`src/core/fault_regs_pkg.sv`:
```
package fault_regs_pkg;

  // Register offsets
  localparam logic [7:0] ADDR_GENERAL_FAULT = 8'h02;
  localparam logic [7:0] ADDR_LEFT_FAULT = 8'h03;
  localparam logic [7:0] ADDR_RIGHT_FAULT = 8'h04;
  localparam logic [7:0] ADDR_SUMMARY = 8'h05;
  localparam logic [7:0] ADDR_GENERAL_ENABLE = 8'h06;
  localparam logic [7:0] ADDR_LEFT_ENABLE = 8'h07;
  localparam logic [7:0] ADDR_RIGHT_ENABLE = 8'h08;

  // Reset value of every fault and mask register
  localparam logic [7:0] REG_RESET = 8'h00;
  // Answer on an unmapped or out-of-scope offset
  localparam logic [7:0] UNMAPPED_READ = 8'h00;

  // Implemented bit positions (all others read zero, ignore writes)
  localparam logic [7:0] GENERAL_BITS = 8'h70;
  localparam logic [7:0] CHANNEL_BITS = 8'hEC;

  // Field positions, general fault and general mask
  localparam int BIT_TEMP_WARNING = 6;
  localparam int BIT_THERMAL_SHUTDOWN = 5;
  localparam int BIT_OVERVOLTAGE = 4;

  // Field positions, per-channel fault and mask
  localparam int BIT_SHORT_SUPPLY = 7;
  localparam int BIT_SHORT_GROUND = 6;
  localparam int BIT_OVERCURRENT = 5;
  localparam int BIT_EXCESS_OFFSET = 3;
  localparam int BIT_OPEN_LOAD = 2;

  // Field positions, summary register
  localparam int SUM_FLAG = 7;
  localparam int SUM_LEFT_TRISTATED = 6;
  localparam int SUM_RIGHT_TRISTATED = 5;
  localparam int SUM_LEFT_OFFSET = 4;
  localparam int SUM_RIGHT_OFFSET = 3;

  // Device type code; value is arbitrary
  localparam logic [2:0] DEVICE_TYPE_CODE_DEFAULT = 3'h6;

  // Raw per-channel conditions from the analog detectors
  typedef struct packed {
    logic shortSupply;
    logic shortGround;
    logic overcurrent;
    logic excessOffset;
    logic openLoad;
  } chan_fault_s;

  // Raw device-wide conditions
  typedef struct packed {
    logic tempWarning;
    logic thermalShutdown;
    logic overvoltage;
  } general_fault_s;

  // One decoded register access from the serial interface engine
  typedef struct packed {
    logic wrEn;
    logic rdEn;
    logic [7:0] addr;
    logic [7:0] wrData;
  } reg_req_s;

  // Places channel conditions at their register bit positions
  function automatic logic [7:0] chan_to_byte(input chan_fault_s f);
    chan_to_byte = {f.shortSupply, f.shortGround, f.overcurrent, 1'b0,
                    f.excessOffset, f.openLoad, 2'b00};
  endfunction

  // Places general conditions at their register bit positions
  function automatic logic [7:0] general_to_byte(input general_fault_s f);
    general_to_byte = {1'b0, f.tempWarning, f.thermalShutdown, f.overvoltage, 4'h0};
  endfunction

endpackage

```
`src/core/channel_fault_reg.sv`:
```
module channel_fault_reg
  import fault_regs_pkg::*;
(
  input wire logic clk, // System clock
  input wire logic reset_n, // Async reset, active low
  input chan_fault_s faultIn, // Raw channel conditions
  input wire logic [7:0] enableMask, // Channel mask register
  input wire logic diagEnable, // Diagnostic mode on
  input wire logic readClear, // Register is being read
  output logic [7:0] status_d, // Next status value
  output logic [7:0] status_q // Sticky status register
);

  // Qualified detections at their bit positions
  logic [7:0] setBits;

  // Only enabled conditions in diagnostic mode are recorded
  assign setBits = chan_to_byte(faultIn) & enableMask & {8{diagEnable}}
                   & CHANNEL_BITS;

  // Set wins over the read clear so a fault in the read cycle survives
  assign status_d = (status_q & ~{8{readClear}}) | setBits;

  // Sticky fault bits, cleared at power-up
  always_ff @(posedge clk or negedge reset_n)
  begin
    if (!reset_n)
    begin
      status_q <= REG_RESET;
    end
    else
    begin
      status_q <= status_d;
    end
  end

  // A qualified condition shows in the register on the next edge
  property p_set_recorded;
    @(posedge clk) disable iff (!reset_n)
      (diagEnable && faultIn.shortGround && enableMask[BIT_SHORT_GROUND])
      |=> status_q[BIT_SHORT_GROUND];
  endproperty
  a_set_recorded: assert property (p_set_recorded) else $error("short to ground lost");

  // Masked conditions never set a bit that was clear
  property p_masked_ignored;
    @(posedge clk) disable iff (!reset_n)
      (!enableMask[BIT_OPEN_LOAD] && !status_q[BIT_OPEN_LOAD])
      |=> !status_q[BIT_OPEN_LOAD];
  endproperty
  a_masked_ignored: assert property (p_masked_ignored) else $error("masked open load set");

  // A read with no new detection leaves the register empty
  property p_read_clears;
    @(posedge clk) disable iff (!reset_n)
      (readClear && setBits == 8'h00) |=> (status_q == 8'h00);
  endproperty
  a_read_clears: assert property (p_read_clears) else $error("read did not clear");

  // Outside diagnostic mode nothing new is recorded
  property p_diagnostic_enable_gate;
    @(posedge clk) disable iff (!reset_n)
      (!diagEnable && readClear) |=> (status_q == 8'h00);
  endproperty
  a_diagnostic_enable_gate: assert property (p_diagnostic_enable_gate) else $error("fault recorded without diagnostics");

endmodule

```
`src/core/fault_status_mask_registers.sv`:
```
// Summary of operation
// - general fault D6 on temperature warning
// - general fault D5 on thermal shutdown
// - general fault D4 on supply overvoltage
// - general faults recorded only when enabled
// - left fault D7 short supply, D6 ground
// - left fault D5 on left overcurrent
// - left D3 excess offset, D2 open load
// - left faults recorded only when enabled
// - fault flag low while left faults present
// - right fault D7 short supply, D6 ground
// - right D5 overcurrent, D3 offset, D2 open
// - right faults recorded only when enabled
// - fault flag low while right faults present
// - summary D7 mirrors fault flag low
// - summary D6/D5 show outputs tristated
// - summary D4/D3 mirror channel offset faults
// - summary D2..D0 fixed device type code
// - general mask D6, D5, D4; D7 zero
// - left mask D7, D6, D5 enables
// - left mask D3, D2; D4 zero
// - reading a channel fault register clears it
// - detection needs diagnostics and mask bit
// - fault flag is open drain, low active
module fault_status_mask_registers
  import fault_regs_pkg::*;
#(
  parameter logic [2:0] DEVICE_TYPE_CODE = DEVICE_TYPE_CODE_DEFAULT // Arbitrary value
)
(
  input wire logic clk, // System clock, 100 MHz
  input wire logic reset_n, // Power-on reset, active low
  input reg_req_s regReq, // Decoded register access
  output logic [7:0] regRdData_q, // Read data
  output logic regRdValid_q, // Read data valid pulse
  input wire logic diagEnable, // Diagnostic mode on
  input general_fault_s generalIn, // Raw device-wide conditions
  input chan_fault_s leftIn, // Raw left channel conditions
  input chan_fault_s rightIn, // Raw right channel conditions
  input wire logic leftOutputTristated, // Left output high impedance
  input wire logic rightOutputTristated, // Right output high impedance
  output logic faultFlagOut_q, // Fault pin level when driven
  output logic faultFlagOe_q // Fault pin pulled low
);

  // Mask registers
  logic [7:0] generalEnable_q;
  logic [7:0] leftEnable_q;
  logic [7:0] rightEnable_q;
  // General fault register
  logic [7:0] generalFault_q;
  logic [7:0] generalFault_d;
  // Channel fault registers
  logic [7:0] leftStatus_q;
  logic [7:0] leftStatus_d;
  logic [7:0] rightStatus_q;
  logic [7:0] rightStatus_d;
  // Summary register contents
  logic [7:0] summaryByte;
  // Address decode
  logic hitGeneralFault;
  logic hitLeftFault;
  logic hitRightFault;
  logic hitSummary;
  logic hitGeneralEnable;
  logic hitLeftEnable;
  logic hitRightEnable;
  // Access strobes
  logic rdStrobe;
  logic wrStrobe;
  logic leftReadClear;
  logic rightReadClear;
  // Selected read value
  logic [7:0] rdMux;
  // Any fault holding the pin low
  logic faultPresent_d;

  // Offset decode
  assign hitGeneralFault = (regReq.addr == ADDR_GENERAL_FAULT);
  assign hitLeftFault = (regReq.addr == ADDR_LEFT_FAULT);
  assign hitRightFault = (regReq.addr == ADDR_RIGHT_FAULT);
  assign hitSummary = (regReq.addr == ADDR_SUMMARY);
  assign hitGeneralEnable = (regReq.addr == ADDR_GENERAL_ENABLE);
  assign hitLeftEnable = (regReq.addr == ADDR_LEFT_ENABLE);
  assign hitRightEnable = (regReq.addr == ADDR_RIGHT_ENABLE);

  // A write in the same cycle as a read takes priority; reads stay pure
  assign wrStrobe = regReq.wrEn;
  assign rdStrobe = regReq.rdEn && !regReq.wrEn;

  // Read-clear strobes for the sticky channel registers
  assign leftReadClear = rdStrobe && hitLeftFault;
  assign rightReadClear = rdStrobe && hitRightFault;

  // General faults follow the qualified conditions; not sticky, not cleared
  assign generalFault_d = general_to_byte(generalIn) & generalEnable_q
                          & {8{diagEnable}} & GENERAL_BITS;

  // Per-channel views, index 0 left and index 1 right
  chan_fault_s [1:0] chanIn;
  logic [1:0][7:0] chanEnable;
  logic [1:0] chanReadClear;
  logic [1:0][7:0] chanStatus_d;
  logic [1:0][7:0] chanStatus_q;

  // Channel inputs gathered for the loop
  assign chanIn = {rightIn, leftIn};
  assign chanEnable = {rightEnable_q, leftEnable_q};
  assign chanReadClear = {rightReadClear, leftReadClear};

  // One sticky fault register per channel, same logic for both sides
  for (genvar ch = 0; ch < 2; ch++)
  begin : g_chan
    channel_fault_reg u_chan
    (
      .clk(clk),
      .reset_n(reset_n),
      .faultIn(chanIn[ch]),
      .enableMask(chanEnable[ch]),
      .diagEnable(diagEnable),
      .readClear(chanReadClear[ch]),
      .status_d(chanStatus_d[ch]),
      .status_q(chanStatus_q[ch])
    );
  end

  // Per-channel results back under their own names
  assign leftStatus_d = chanStatus_d[0];
  assign leftStatus_q = chanStatus_q[0];
  assign rightStatus_d = chanStatus_d[1];
  assign rightStatus_q = chanStatus_q[1];

  // Pin low whenever any fault register holds a one, from the next values
  // so the pin and the registers change on the same edge
  assign faultPresent_d = (|leftStatus_d) || (|rightStatus_d)
                          || (|generalFault_d);

  // Summary register assembled live; the flag bit tracks the pin
  assign summaryByte[SUM_FLAG] = faultFlagOe_q;
  assign summaryByte[SUM_LEFT_TRISTATED] = leftOutputTristated;
  assign summaryByte[SUM_RIGHT_TRISTATED] = rightOutputTristated;
  assign summaryByte[SUM_LEFT_OFFSET] = leftStatus_q[BIT_EXCESS_OFFSET];
  assign summaryByte[SUM_RIGHT_OFFSET] = rightStatus_q[BIT_EXCESS_OFFSET];
  assign summaryByte[2:0] = DEVICE_TYPE_CODE;

  // Read selection; unmapped offsets answer zero
  assign rdMux = hitGeneralFault ? generalFault_q :
                 hitLeftFault ? leftStatus_q :
                 hitRightFault ? rightStatus_q :
                 hitSummary ? summaryByte :
                 hitGeneralEnable ? generalEnable_q :
                 hitLeftEnable ? leftEnable_q :
                 hitRightEnable ? rightEnable_q :
                 UNMAPPED_READ;

  // General mask; only its three enables are writable
  always_ff @(posedge clk or negedge reset_n)
  begin
    if (!reset_n)
    begin
      generalEnable_q <= REG_RESET;
    end
    else if (wrStrobe && hitGeneralEnable)
    begin
      generalEnable_q <= regReq.wrData & GENERAL_BITS;
    end
  end

  // Left mask; D4 and D1..D0 stay zero
  always_ff @(posedge clk or negedge reset_n)
  begin
    if (!reset_n)
    begin
      leftEnable_q <= REG_RESET;
    end
    else if (wrStrobe && hitLeftEnable)
    begin
      leftEnable_q <= regReq.wrData & CHANNEL_BITS;
    end
  end

  // Right mask, same layout as the left one
  always_ff @(posedge clk or negedge reset_n)
  begin
    if (!reset_n)
    begin
      rightEnable_q <= REG_RESET;
    end
    else if (wrStrobe && hitRightEnable)
    begin
      rightEnable_q <= regReq.wrData & CHANNEL_BITS;
    end
  end

  // General fault register; read-only, so no write path
  always_ff @(posedge clk or negedge reset_n)
  begin
    if (!reset_n)
    begin
      generalFault_q <= REG_RESET;
    end
    else
    begin
      generalFault_q <= generalFault_d;
    end
  end

  // Read answer one cycle after the request; data is the pre-clear value
  always_ff @(posedge clk or negedge reset_n)
  begin
    if (!reset_n)
    begin
      regRdData_q <= REG_RESET;
      regRdValid_q <= 1'b0;
    end
    else
    begin
      regRdValid_q <= rdStrobe;
      if (rdStrobe)
      begin
        regRdData_q <= rdMux;
      end
    end
  end

  // Open-drain pin: level is always low, only the enable moves
  always_ff @(posedge clk or negedge reset_n)
  begin
    if (!reset_n)
    begin
      faultFlagOut_q <= 1'b0;
      faultFlagOe_q <= 1'b0;
    end
    else
    begin
      faultFlagOut_q <= 1'b0;
      faultFlagOe_q <= faultPresent_d;
    end
  end

  // Temperature warning reaches D6 one edge after it qualifies
  property p_temp_warning;
    @(posedge clk) disable iff (!reset_n)
      (diagEnable && generalIn.tempWarning && generalEnable_q[BIT_TEMP_WARNING])
      |=> generalFault_q[BIT_TEMP_WARNING];
  endproperty
  a_temp_warning: assert property (p_temp_warning) else $error("warning not recorded");

  // Thermal shutdown reaches D5
  property p_thermal_shutdown;
    @(posedge clk) disable iff (!reset_n)
      (diagEnable && generalIn.thermalShutdown && generalEnable_q[BIT_THERMAL_SHUTDOWN])
      |=> generalFault_q[BIT_THERMAL_SHUTDOWN];
  endproperty
  a_thermal_shutdown: assert property (p_thermal_shutdown) else $error("shutdown lost");

  // Overvoltage reaches D4
  property p_overvoltage;
    @(posedge clk) disable iff (!reset_n)
      (diagEnable && generalIn.overvoltage && generalEnable_q[BIT_OVERVOLTAGE])
      |=> generalFault_q[BIT_OVERVOLTAGE];
  endproperty
  a_overvoltage: assert property (p_overvoltage) else $error("overvoltage lost");

  // A masked general condition never shows
  property p_general_masked;
    @(posedge clk) disable iff (!reset_n)
      !generalEnable_q[BIT_TEMP_WARNING] |=> !generalFault_q[BIT_TEMP_WARNING];
  endproperty
  a_general_masked: assert property (p_general_masked) else $error("masked warning set");

  // Pin enable follows any set left or right fault bit
  property p_flag_channels;
    @(posedge clk) disable iff (!reset_n)
      ((|leftStatus_q) || (|rightStatus_q)) |-> faultFlagOe_q;
  endproperty
  a_flag_channels: assert property (p_flag_channels) else $error("flag not low on fault");

  // Pin released when no fault register holds a one
  property p_flag_release;
    @(posedge clk) disable iff (!reset_n)
      faultFlagOe_q |-> ((|leftStatus_q) || (|rightStatus_q) || (|generalFault_q));
  endproperty
  a_flag_release: assert property (p_flag_release) else $error("flag low without fault");

  // Summary read shows the flag state and type code of the request cycle
  property p_summary_read;
    logic [7:0] expected;
    @(posedge clk) disable iff (!reset_n)
      (rdStrobe && hitSummary, expected = {faultFlagOe_q, leftOutputTristated,
        rightOutputTristated, leftStatus_q[BIT_EXCESS_OFFSET],
        rightStatus_q[BIT_EXCESS_OFFSET], DEVICE_TYPE_CODE})
      |=> (regRdValid_q && regRdData_q == expected);
  endproperty
  a_summary_read: assert property (p_summary_read) else $error("summary read wrong");

  // Mask write keeps only the documented enables
  property p_left_mask_write;
    @(posedge clk) disable iff (!reset_n)
      (wrStrobe && hitLeftEnable) |=> (leftEnable_q == ($past(regReq.wrData) & 8'hEC));
  endproperty
  a_left_mask_write: assert property (p_left_mask_write) else $error("left mask wrong");

  // General mask D7 and low nibble always read zero
  property p_general_mask_zero;
    @(posedge clk) disable iff (!reset_n)
      wrStrobe |=> (generalEnable_q[7] == 1'b0 && generalEnable_q[3:0] == 4'h0);
  endproperty
  a_general_mask_zero: assert property (p_general_mask_zero) else $error("mask bit stuck");

  // Read of the left register with diagnostics off clears it on the next edge; pin released unless another register holds a one
  property p_left_read_clear;
    @(posedge clk) disable iff (!reset_n)
      (leftReadClear && !diagEnable) |=> (leftStatus_q == 8'h00) ##0 !faultFlagOe_q[*1]
        or (rightStatus_q != 8'h00 || generalFault_q != 8'h00);
  endproperty
  a_left_read_clear: assert property (p_left_read_clear) else $error("left not cleared");

  // A condition present in the read cycle survives the clear
  property p_set_wins;
    @(posedge clk) disable iff (!reset_n)
      (leftReadClear && diagEnable && leftIn.openLoad && leftEnable_q[BIT_OPEN_LOAD])
      |=> leftStatus_q[BIT_OPEN_LOAD];
  endproperty
  a_set_wins: assert property (p_set_wins) else $error("set lost to read clear");

  // Pin level never leaves low; only the enable signals a fault
  property p_flag_level;
    @(posedge clk) disable iff (!reset_n)
      faultFlagOe_q |-> !faultFlagOut_q;
  endproperty
  a_flag_level: assert property (p_flag_level) else $error("flag driven high");

  // Right mask write keeps only the channel enables
  property p_right_enable_wr;
    @(posedge clk) disable iff (!reset_n)
      (wrStrobe && hitRightEnable)
      |=> (rightEnable_q == ($past(regReq.wrData) & CHANNEL_BITS));
  endproperty
  a_right_enable_wr: assert property (p_right_enable_wr) else $error("right mask bad");

  // Outside diagnostic mode the general register empties on the next edge
  property p_diagnostic_enable_general;
    @(posedge clk) disable iff (!reset_n)
      !diagEnable |=> (generalFault_q == 8'h00);
  endproperty
  a_diagnostic_enable_general: assert property (p_diagnostic_enable_general) else $error("general without diagnostic_enable");

endmodule

```
`config.mk`:
```
export PLATFORM = sky130hd
export DESIGN_NAME = fault_status_mask_registers
export DESIGN_NICKNAME = d
export VERILOG_FILES = /design/src/core/fault_regs_pkg.sv /design/src/core/channel_fault_reg.sv /design/src/core/fault_status_mask_registers.sv
export SDC_FILE = /design/constraint.sdc
export NUM_CORES = 1
export LEC_CHECK = 0
export ABC_AREA = 0
export BUFFER_PORTS_ARGS = -buffer_cell sky130_fd_sc_hd__buf_2
export CAP_MARGIN = 20
export CORE_MARGIN = 2
export CORE_UTILIZATION = 25
export DETAILED_ROUTE_END_ITERATION = 16
export GPL_ROUTABILITY_DRIVEN = 0
export GPL_TIMING_DRIVEN = 1
export PLACE_DENSITY_LB_ADDON = 0.2
export SETUP_SLACK_MARGIN = 0.15
export SLEW_MARGIN = 20
export SYNTH_ARGS = -nofsm -noshare
export SYNTH_HDL_FRONTEND = slang
export SYNTH_SLANG_ARGS = --single-unit
```
`constraint.sdc`:
```
create_clock -name clk -period 1.8 [get_ports clk]
set_clock_uncertainty 0.15 [all_clocks]
set_input_delay 0.36 -clock clk [delete_from_list [all_inputs] [get_ports clk]]
set_output_delay 0.36 -clock clk [all_outputs]
set_load 0.01 [all_outputs]
```
; Word level (Yosys, flattened, before mapping)
; Index checks and enable logic that the tools add are counted.
[totals]
wordCells = 47
inputBits = 36
output_inout_bits = 11
reg_bits = 42
[classes]
reduce_logical = 12
bitwise_logic = 12
mux = 7
n_eq_ne = 7
[op_table]
columns = cell, count
row1 = $mux 8, 7
row2 = $and 8x8->8, 6
row3 = $eq 8x3->1 const B, 4
row4 = $eq 8x2->1 const B, 2
row5 = $not 8->8, 2
row6 = $or 8x8->8, 2
row7 = $reduce_or 8->1, 2
row8 = $and 7x7->7, 2
row9 = $eq 8x4->1 const B, 1
row10 = $logic_and 1x1->1, 6
row11 = $reduce_or 3->1, 1
row12 = $logic_or 1x1->1, 2
row13 = $logic_not 1->1, 1

; Logic depth before layout (Yosys ltp)
; Gate-level depths: netlist (run 1).
[depth]
word_depth = 9
mapped_depth = 6
mapped_depth_nobuf = 5

; Hierarchy
; From an unflattened synthesis (run 1), not the netlist that was laid out.
[unflattened]
cells_unflattened = 189
hier_area_um2 = 2040.7
[by_module_without_submodules]
columns = mod, seq_area_each_um2, n_inst, cells_per_inst, area_per_inst_um2
row1 = fault_status_mask_registers, 650.6, 1, 137, 1465.2
row2 = channel_fault_reg, 200.2, 2, 26, 287.8

; Worst setup path after synthesis (run 1)
; No wires, ideal clock.
[synth_path]
path_kind = input port to flip-flop
startpoint = input port regReq[13] (netlist bit)
endpoint = register leftEnable_q[2]
required_time_ns = 1.525
setup_ns = 0.125
arrival_time_ns = 1.688
path_slack_ns = -0.163
n_path_buf = 1
path_stages = 4
path_cell_list = or4_4 -> buf_6 -> nor3_4 -> mux2_2
[synth_via]
elab_chain_len = 2
[synth_lines]
columns = element, line_no
row1 = "start, declared", fault_status_mask_registers.sv:33  ; input reg_req_s regReq,
row2 = $eq 8x3->1, fault_status_mask_registers.sv:84  ; assign hitLeftEnable = (regReq.addr == ADDR_LEFT_ENABLE);
row3 = $logic_and 1x1->1, fault_status_mask_registers.sv:176  ; else if (wrStrobe && hitLeftEnable)
row4 = "end signal, assigned", fault_status_mask_registers.sv:178  ; leftEnable_q <= regReq.wrData & CHANNEL_BITS;
row5 = "end, declared", fault_status_mask_registers.sv:48  ; logic [7:0] leftEnable_q;
; Every way passes these cells.
; A chain may end at the register's enable or synchronous reset.

; Worst setup path in the final report (run 1)
[layout_path]
startpoint = input port regReq[14] (netlist bit)
endpoint = register leftEnable_q[2]
; The elaborated chain is that of the path after synthesis.

==> results of run 1 <==
[final cells by class]
class	instances	area, sq um	share of cell area
clock buffer	6	72.57	0.02368
clock inverter	2	37.54	0.01225
inverter	7	26.28	0.008575
multi-input combinational	136	1192	0.3891
sequential	42	1051	0.3430
tap	105	131.4	0.04287
timing repair buffer	80	553.0	0.1805
[logic make-up (layout without fill, tap and decap cells)]
| logic type | Yosys count | count (layout) | synth area share |
|---|---|---|---|
| other | 1 | 1 | 0.001732 |
| flip-flops | 42 | 42 | 0.4856 |
| multiplexers | 19 | 19 | 0.1040 |
| buffers and inverters | 19 | 95 | 0.04047 |
| AO/OA/AOI/OAI | 52 | 52 | 0.1717 |
| AND/OR/NAND/NOR | 64 | 64 | 0.1965 |
[synth_stat cells, types with 4 or more instances]
library cell	number
inv_1	7
nand3b_1	4
a32o_1	10
mux2_4	5
clkbuf_1	6
dfrtp_1	42
buf_2	4
mux2i_1	6
nand3_1	4
o21ai_0	12
nor2_1	8
nor4_1	6
and2_1	7
a22oi_1	7
mux2_2	8
nand2b_1	6
a31oi_1	4
nand2_1	6
a21oi_1	7
[routing by layer]
| metal | vias to the layer above | routed length, um |
|---|---|---|
| li1 | 898 | - |
| met1 | 889 | 3227 |
| met2 | 45 | 3029 |
| met3 | 8 | 287 |
| met4 | 0 | 75 |
| met5 | - | 0 |
[report_power, final]
group          switching [W]  total, W  leakage [nW]  internal, W
sequential         0.0000916   0.00113         0.557      0.00104
clock               0.000351  0.000766        0.0514     0.000414
combinational       0.000220  0.000454         0.814     0.000234
[registers in the layout, summed over array words and instances, names as in the netlist]
register                flops
g_chan.u_chan.status_q     16
regRdData_q                 8
leftEnable_q                5
rightEnable_q               5
generalEnable_q             3
generalFault_q              3
faultFlagOe_q               1
regRdValid_q                1
[metrics by stage]
| stage | power (W) | hold WS [ns] | instance area (sq um) |
|---|---|---|---|
| 4_1_cts | 0.002346 | 0.1369 | 2985 |
| 5_1_grt | 0.002469 | 0.1342 | 3064 |
| 2_1_floorplan | 0.001353 | -0.08559 | 2215 |
| 3_3_place_gp | 0.001562 | 0.1551 | 2724 |
| 6_report | 0.002350 | 0.1377 | 3064 |
| 3_5_place_dp | 0.001563 | 0.1590 | 2724 |
[critical path: stages]
cell and delay [ns]:
buf_6 0.09, or4_4 0.60, buf_6 0.16, nor3_4 0.17, buf_6 0.16, mux2_4 0.30
[layout by cell type (no fill, tap or decap), types with 4 or more instances in the layout]
master and instances:
and2_1 7, a32o_1 10, nor2_1 7, buf_6 10, buf_4 28, a22oi_1 7
buf_2 40, mux2i_1 6, clkbuf_8 5, a21oi_1 7, nor4_4 4, dfrtp_1 42
a31oi_1 4, o21ai_0 11, inv_1 7, nand2_1 6, nand3b_1 4, nand3_1 4
nand2b_1 6, mux2_4 13
[worst paths after layout]
check	endpoint	slack [ns]	startpoint
max	leftEnable_q[2]$_DFFE_PN0P_	0.005	regReq[14]
min	generalEnable_q[4]$_DFFE_PN0P_	0.14	regReq[4]
max reg2reg	faultFlagOe_q$_DFF_PN0_	0.20	g_chan[0].u_chan.status_q[1]$_DFF_PN0_
min reg2reg	regRdData_q[0]$_DFFE_PN0P_	0.33	regRdData_q[0]$_DFFE_PN0P_
max in group asynchronous	g_chan[1].u_chan.status_q[1]$_DFF_PN0_	0.67	reset_n
min in group asynchronous	regRdData_q[5]$_DFFE_PN0P_	0.35	reset_n
[timing repair]
item	4_1_cts	5_1_grt
pin swaps	9	7
hold endpoints to repair	14	0
resized for setup	24	13
setup buffers	4	1
hold buffers	1	0
endpoints found under the setup margin	19	25
==> metrics.yaml, run 1 <==
status:
  status: "completed"
clock_network:
  h-tree-depth: 2
  cts_root_buf: "clkbuf_8"
  clk_latency_ns: 0.31
  clk_pin_slew_worst_paths_ns: 0.08
  cts_tree: "done"
  cts_buffer_depth: 2
  cts.sinks: 42
  cts_buffers: 5
floorplanning:
  dieHeight_um: 97.05
  die_width_um: 97.05
  design.core.area_sq_um: 8299
  initial_core_util: 0.2608
  rows: 33
  dieArea_sq_um: 9419
  ios: 47
power:
  power.density_nw_per_um2: 766.9
  max-vdd-ir-drop_mv: 0.4173
  power_leakage_nw: 1.422
final_layout:
  fin_nets: 308
  n_fill_cell: 809
  final_cells: 378
  n_antenna_cell: 0
  area_delta_synth_final_pct: 41.56
  final_core_util: 0.3692
  layout-drive-gt1-share: 0.4359
yosys:
  synth_flop_cell: "dfrtp_1"
  synth_edf_count: 0
  synthesis.nets: 233
  yosysTopAreaCell: "dfrtp_1"
  synthArstFlopShare: 1.000
  synth_top_area_frac: 0.4855
  synth.area.top_cells: "dfrtp_1 49%, a32o_1 4.6%, mux2_2 4.2%"
  yosysUniqueCellTypes: 45
  seq_area_frac_synth: 0.4855
  syn_area_per_cell_sq_um: 10.99
  yosys_register_bits: 42
  syn_area_sq_um: 2165
  synth_cells: 197
  yosysWarnings: 0
detailed_routing:
  wire_per_inst_um: 17.51
  via_per_inst: 4.868
  drc: 0
  drt_iter0_markers: 96
  ant_nets: 0
  drt_wl_total_um: 6619
  dr.pass1.iters: 4
  vias: 1840
global_route:
  grt_pass1_vias: 1909
  grt_max_degree: 29
  grt_use_total: 0.1452
  grt_busiest_layer: "met2"
  gr-usage-met2: 0.2249
  met3_usage: 0.03237
  grt_util_met1: 0.2037
  antenna_found_initial: 0
  grt_pass1_wl_um: 10650
  overflow: 0
critical_path:
  reg2reg_depth: 3
  start_kind: "input port"
  crit_arrival_ns: 1.84
  crit_required_ns: 1.84
  crit_fanout: 5
  worstSetupPathType: "in -> reg"
  end_kind: "flip-flop"
timing:
  setup_viol: 0
  post-route-min-period_ns: 1.795
  tns_ns: 0
  rsz0062_at_grt: "true"
  maxSlewViolCount: 0
  setup_ws_ns: 0.004810
  fin_crit_sh: 0.9973
  clock.fmax_ghz: 0.5570
  hold_viol_final: 0
placed_design:
  dpl.hpwl_um: 5041
  pre_cts_ws_ns: -0.3383
  io_buffers: 43
  dp.cells: 364
min_path:
  hold_depth: 2
  worstHoldPathType: "in -> reg"
flow_run:
  cap_violations: 0
Power figures use the tool's default switching activity.
==> inputs of run 2 (changes only) <==
--- a/config.mk
+++ b/config.mk
@@ -9,10 +9,11 @@
 export BUFFER_PORTS_ARGS = -buffer_cell sky130_fd_sc_hd__buf_2
 export CAP_MARGIN = 20
 export CORE_MARGIN = 2
-export CORE_UTILIZATION = 25
+export CORE_UTILIZATION = 45
 export DETAILED_ROUTE_END_ITERATION = 16
 export GPL_ROUTABILITY_DRIVEN = 0
 export GPL_TIMING_DRIVEN = 1
+export HOLD_SLACK_MARGIN = 0.08
 export PLACE_DENSITY_LB_ADDON = 0.2
 export SETUP_SLACK_MARGIN = 0.15
 export SLEW_MARGIN = 20
==> metrics.yaml, run 2 (synthesis results as in run 1) <==
placed_design:
  pre_cts_ws_ns: -0.3342  # was -0.3383 ns
  io_buffers: 43  # unchanged
  dpl.hpwl_um: 4452  # was 5041 um
floorplanning:
  rows: 25  # was 33
  initial_core_util: 0.4613  # was 0.2608
  design.core.area_sq_um: 4692  # was 8299 sq um
  dieHeight_um: 73.36  # was 97.05 um
  ios: 47  # unchanged
  dieArea_sq_um: 5381  # was 9419 sq um
  die_width_um: 73.36  # was 97.05 um
timing:
  fin_crit_sh: 0.9926  # was 0.9973
  hold_viol_final: 0  # unchanged
  setup_viol: 0  # unchanged
  tns_ns: 0  # unchanged
  maxSlewViolCount: 0  # unchanged
  post-route-min-period_ns: 1.787  # was 1.795 ns
  setup_ws_ns: 0.01331  # was 0.004810 ns
  rsz0062_at_grt: "true"  # unchanged
  clock.fmax_ghz: 0.5597  # was 0.5570 GHz
global_route:
  grt_max_degree: 28  # was 29
  grt_use_total: 0.2356  # was 0.1452
  grt_pass1_wl_um: 9315  # was 10650 um
  overflow: 0  # unchanged
  antenna_found_initial: 0  # unchanged
  grt_pass1_vias: 1821  # was 1909
clock_network:
  clk_latency_ns: 0.30  # was 0.31 ns
  cts_root_buf: "clkbuf_8"  # unchanged
  cts_buffers: 5  # unchanged
  h-tree-depth: 2  # unchanged
  cts_tree: "done"  # unchanged
  cts.sinks: 42  # unchanged
  clk_pin_slew_worst_paths_ns: 0.08  # about the same
  cts_buffer_depth: 2  # unchanged
critical_path:
  regToRegStartpoint: "g_chan[0].u_chan.status_q[1]$_DFF_PN0_"  # unchanged
  cp-startpoint: "regReq[15]"  # was regReq[14]
  crit_fanout: 5  # unchanged
  worstSetupPathType: "in -> reg"  # unchanged
  crit_required_ns: 1.84  # about the same
  start_kind: "input port"  # unchanged
  end_kind: "flip-flop"  # unchanged
  crit_arrival_ns: 1.82  # was 1.84 ns
detailed_routing:
  drt_wl_total_um: 5960  # was 6619 um
  wire_per_inst_um: 18.17  # was 17.51 um
  via_per_inst: 5.726  # was 4.868
  drc: 0  # unchanged
  vias: 1878  # was 1840
  ant_nets: 0  # unchanged
  dr.pass1.iters: 4  # unchanged
  drt_iter0_markers: 107  # was 96
min_path:
  worstHoldPathType: "in -> reg"  # unchanged
  hp-start: "regReq[4]"  # unchanged
final_layout:
  seq_area_sq_um: 1051  # unchanged
  layout_common_cells: "42 x dfrtp_1, 41 x buf_2, 31 x buf_4, 13 x mux2_4, 10 x o21ai_0"  # was 42 x dfrtp_1, 40 x buf_2, 28 x buf_4, 13 x mux2_4, 11 x o21ai_0
  layout-drive-gt1-share: 0.4672  # was 0.4359
  fin_nets: 309  # was 308
  top_regs: "g_chan.u_chan.status_q (16), regRdData_q (8)"  # unchanged
  final_common_cell: "dfrtp_1"  # unchanged
  n_fill_cell: 377  # was 809
  multi_input_area_sq_um: 1197  # was 1192 sq um
  top_register: "g_chan.u_chan.status_q"  # unchanged
  n_antenna_cell: 0  # unchanged
  area_delta_synth_final_pct: 37.86  # was 41.56%
  largest_reg_flops: 16  # unchanged
flow_run:
  cap_violations: 0  # unchanged
power:
  max-vdd-ir-drop_mv: 0.4494  # was 0.4173 mV
  power_leakage_nw: 1.407  # was 1.422 nW
  power.density_nw_per_um2: 745.5  # was 766.9 nW/um^2
status:
  status: "completed"  # unchanged
[run 2: report_power, final]
group / internal [W] / switching [W]
registers: 0.00104 / 0.0000933
logic: 0.000248 / 0.000215
clock network: 0.000308 / 0.000321
total: 0.00160 / 0.000629
[run 2: path summary, 6_finish.rpt]
| kind | depth (start not counted) | slack (ns) | endpoint |
|---|---|---|---|
| setup / recovery | 6 | 0.01 | rightEnable_q[3]$_DFFE_PN0P_ |
| max in group asynchronous | 3 | 0.66 | g_chan[0].u_chan.status_q[3]$_DFF_PN0_ |
| hold reg to reg | 2 | 0.34 | regRdData_q[3]$_DFFE_PN0P_ |
| min in group asynchronous | 2 | 0.37 | regRdData_q[7]$_DFFE_PN0P_ |
| setup reg to reg | 3 | 0.14 | faultFlagOe_q$_DFF_PN0_ |
| hold / removal | 2 | 0.14 | generalEnable_q[4]$_DFFE_PN0P_ |
[run 2: layout make-up]
class                      count  area share
clock buffer                   6     0.02767
sequential                    42      0.3522
tap                           54     0.02264
timing repair buffer          81      0.1832
clock inverter                 2    0.004193
multi-input combinational    136      0.4013
inverter                       7    0.008805
[run 2: through the flow]
stage | cell area, sq um | hold WS (ns) | power [W] | std cells | utilization
after floorplan | 2215 | -0.08559 | 0.001353 | 197 | -
after global placement | 2675 | 0.1506 | 0.001538 | 315 | 0.5701
after detailed placement | 2675 | 0.1540 | 0.001545 | 315 | 0.5701
after CTS | 2858 | 0.1362 | 0.002196 | 325 | 0.6091
after global routing | 2984 | 0.1334 | 0.002344 | 328 | 0.6360
final | 2984 | 0.1389 | 0.002225 | 328 | 0.6360
[run 2: layer usage]
metal / wire (um) / GRT usage
met5: 0 / 0
met4: 102 / 0.07879
met3: 359 / 0.06173
met2: 2857 / 0.3754
met1: 2642 / 0.3136
[run 2: what timing repair did]
item / CTS / global route
setup endpoints to repair: 19 / 19
pin swaps: 4 / 13
resized for setup: 17 / 23
buffers inserted: 1 / 3
hold endpoints to repair: 15 / 0
cloned: 0 / 0
hold buffers: 1 / 0
[run 2: critical path: stages]
cell	delay, ns
buf_6	0.09
or4_4	0.60
buf_6	0.16
nor2_8	0.08
nand4_4	0.18
mux2_4	0.35
==> inputs of run 3 (changes only) <==
--- a/config.mk
+++ b/config.mk
@@ -15,7 +15,7 @@
 export GPL_TIMING_DRIVEN = 1
 export HOLD_SLACK_MARGIN = 0.08
 export PLACE_DENSITY_LB_ADDON = 0.2
-export SETUP_SLACK_MARGIN = 0.15
+export SETUP_SLACK_MARGIN = 0.05
 export SLEW_MARGIN = 20
 export SYNTH_ARGS = -nofsm -noshare
 export SYNTH_HDL_FRONTEND = slang
==> metrics.yaml, run 3 (synthesis results as in run 1) <==
final_layout:
  largest_reg_flops: 16  # unchanged
  n_fill_cell: 415  # was 377
  seq_area_sq_um: 1051  # unchanged
  top_register: "g_chan.u_chan.status_q"  # unchanged
  multi_input_area_sq_um: 1091  # was 1197 sq um
  final_common_cell: "dfrtp_1"  # unchanged
  area_delta_synth_final_pct: 32.14  # was 37.86%
  layout-drive-gt1-share: 0.4007  # was 0.4672
  fin_nets: 307  # was 309
  final_cells: 326  # was 328
  top_regs: "g_chan.u_chan.status_q (16), regRdData_q (8)"  # unchanged
  layout_common_cells: "42 x dfrtp_1, 41 x buf_2, 31 x buf_4, 13 x mux2_4, 12 x o21ai_0"  # was 42 x dfrtp_1, 41 x buf_2, 31 x buf_4, 13 x mux2_4, 10 x o21ai_0
  n_antenna_cell: 0  # unchanged
timing:
  rsz0062_at_grt: "true"  # unchanged
  fin_crit_sh: 0.9857  # was 0.9926
  setup_viol: 0  # unchanged
  setup_ws_ns: 0.02580  # was 0.01331 ns
  clock.fmax_ghz: 0.5636  # was 0.5597 GHz
  maxSlewViolCount: 0  # unchanged
  post-route-min-period_ns: 1.774  # was 1.787 ns
  hold_viol_final: 0  # unchanged
power:
  power.density_nw_per_um2: 756.1  # was 745.5 nW/um^2
  pwr-share-seq: 0.520  # was 0.509
  clkPwrFrac: 0.284  # was 0.283
  max-vdd-ir-drop_mv: 0.3860  # was 0.4494 mV
  p_comb_frac: 0.196  # was 0.208
  power_leakage_nw: 1.369  # was 1.407 nW
  p_sw_frac: 0.2713  # was 0.2828
  p_switching_w: 0.0005868  # was 0.0006292 W
  p_int_w: 0.001576  # was 0.001595 W
global_route:
  grt_pass1_vias: 1863  # was 1821
  grt_max_degree: 43  # was 28
  grt_pass1_wl_um: 9073  # was 9315 um
  antenna_found_initial: 0  # unchanged
  grt_use_total: 0.2270  # was 0.2356
  overflow: 0  # unchanged
critical_path:
  regToRegStartpoint: "g_chan[0].u_chan.status_q[1]$_DFF_PN0_"  # unchanged
  regToRegSetupSlack_ns: 0.19  # was 0.14 ns
  crit_required_ns: 1.83  # was 1.84 ns
  r2r-end: "faultFlagOe_q$_DFF_PN0_"  # unchanged
  crit_fanout: 4  # was 5
  crit_arrival_ns: 1.80  # was 1.82 ns
  worstSetupPathType: "in -> reg"  # unchanged
  reg2reg_depth: 3  # unchanged
  start_kind: "input port"  # unchanged
  end_kind: "flip-flop"  # unchanged
detailed_routing:
  drc: 0  # unchanged
  ant_nets: 0  # unchanged
  drt_iter0_markers: 105  # was 107
  via_per_inst: 5.647  # was 5.726
  vias: 1841  # was 1878
  drt_wl_total_um: 5635  # was 5960 um
  wire_per_inst_um: 17.29  # was 18.17 um
  dr.pass1.iters: 4  # unchanged
placed_design:
  pre_cts_ws_ns: -0.3332  # was -0.3342 ns
  dpl.hpwl_um: 4290  # was 4452 um
  dp.cells: 314  # was 315
  io_buffers: 43  # unchanged
min_path:
  worstHoldPathType: "in -> reg"  # unchanged
  min_to: "rightEnable_q[7]$_DFFE_PN0P_"  # was generalEnable_q[4]$_DFFE_PN0P_
  hold_depth: 2  # unchanged
  hp-start: "regReq[7]"  # was regReq[4]
clock_network:
  cts.sinks: 42  # unchanged
  clk_pin_slew_worst_paths_ns: 0.08  # about the same
  clk_latency_ns: 0.29  # was 0.30 ns
  cts_root_buf: "clkbuf_8"  # unchanged
  cts_tree: "done"  # unchanged
  cts_buffer_depth: 2  # unchanged
  h-tree-depth: 2  # unchanged
  cts_buffers: 5  # unchanged
floorplanning:
  dieArea_sq_um: 5381  # unchanged
  ios: 47  # unchanged
  initial_core_util: 0.4613  # unchanged
  rows: 25  # unchanged
  design.core.area_sq_um: 4692  # unchanged
  die_width_um: 73.36  # unchanged
  dieHeight_um: 73.36  # unchanged
status:
  status: "completed"  # unchanged
flow_run:
  cap_violations: 0  # unchanged
[run 3: how the worst max path moves through the flow]
stage / from / to / slack [ns]
6_report: regReq[13] / regRdData_q[4]$_DFFE_PN0P_ / 0.03
5_1_grt: regReq[13] / rightEnable_q[6]$_DFFE_PN0P_ / -0.01
4_1_cts: regReq[14] / leftEnable_q[5]$_DFFE_PN0P_ / -0.0005
3_5_place_dp: regReq[13] / leftEnable_q[3]$_DFFE_PN0P_ / -0.33
3_3_place_gp: regReq[13] / regRdData_q[5]$_DFFE_PN0P_ / -0.32
2_1_floorplan: regReq[13] / generalEnable_q[4]$_DFFE_PN0P_ / -0.11
[run 3: stage by stage]
step	instance area, sq um	setup TNS [ns]	total power [W]	utilization	hold WS (ns)
floorplan	2176	-1.457	0.001346	-	-0.08559
global placement	2663	-6.181	0.001537	0.5675	0.1999
detailed placement	2663	-6.429	0.001544	0.5675	0.1984
CTS	2815	-0.0005451	0.002171	0.6000	0.1416
global route	2860	-0.02226	0.002289	0.6096	0.1594
finish	2860	0	0.002163	0.6096	0.1674
[run 3: area by class of cell]
| class | count | share of cell area |
|---|---|---|
| flip-flops and latches | 42 | 0.3675 |
| clock inverters | 1 | 0.001750 |
| clock buffers | 7 | 0.03018 |
| inverters | 7 | 0.009186 |
| well taps | 54 | 0.02362 |
| repair buffers | 79 | 0.1864 |
| multi-input cells | 136 | 0.3815 |
[run 3: critical path, stage by stage]
cell	delay (ns)
buf_6	0.09
or4_4	0.59
or4_1	0.53
nor3_1	0.16
a211oi_1	0.06
[run 3: layer usage]
metal / GRT usage / vias to the layer above / share of wire / wire length [um]
met1: 0.3004 / 874 / 0.45 / 2511
met3: 0.05624 / 13 / 0.058 / 327
met2: 0.3564 / 57 / 0.47 / 2659
li1: - / 897 / - / -
met4: 0.09495 / 0 / 0.024 / 137
met5: 0 / - / 0 / 0
[run 3: power groups by stage]
stage / registers, W / clock network [W] / logic, W
after floorplan: 0.00112 / 0 / 0.000223
after global placement: 0.00114 / 0 / 0.000399
after detailed placement: 0.00114 / 0 / 0.000403
after CTS: 0.00112 / 0.000637 / 0.000412
after global routing: 0.00114 / 0.000681 / 0.000469
final: 0.00112 / 0.000614 / 0.000424
[run 3: what timing repair did]
action                                 4_1_cts  5_1_grt
resized for setup                            7        9
setup buffers                                3        0
pin swaps                                    3        3
setup endpoints to repair                   15       18
hold buffers                                 1        0
endpoints found under the hold margin       42        0
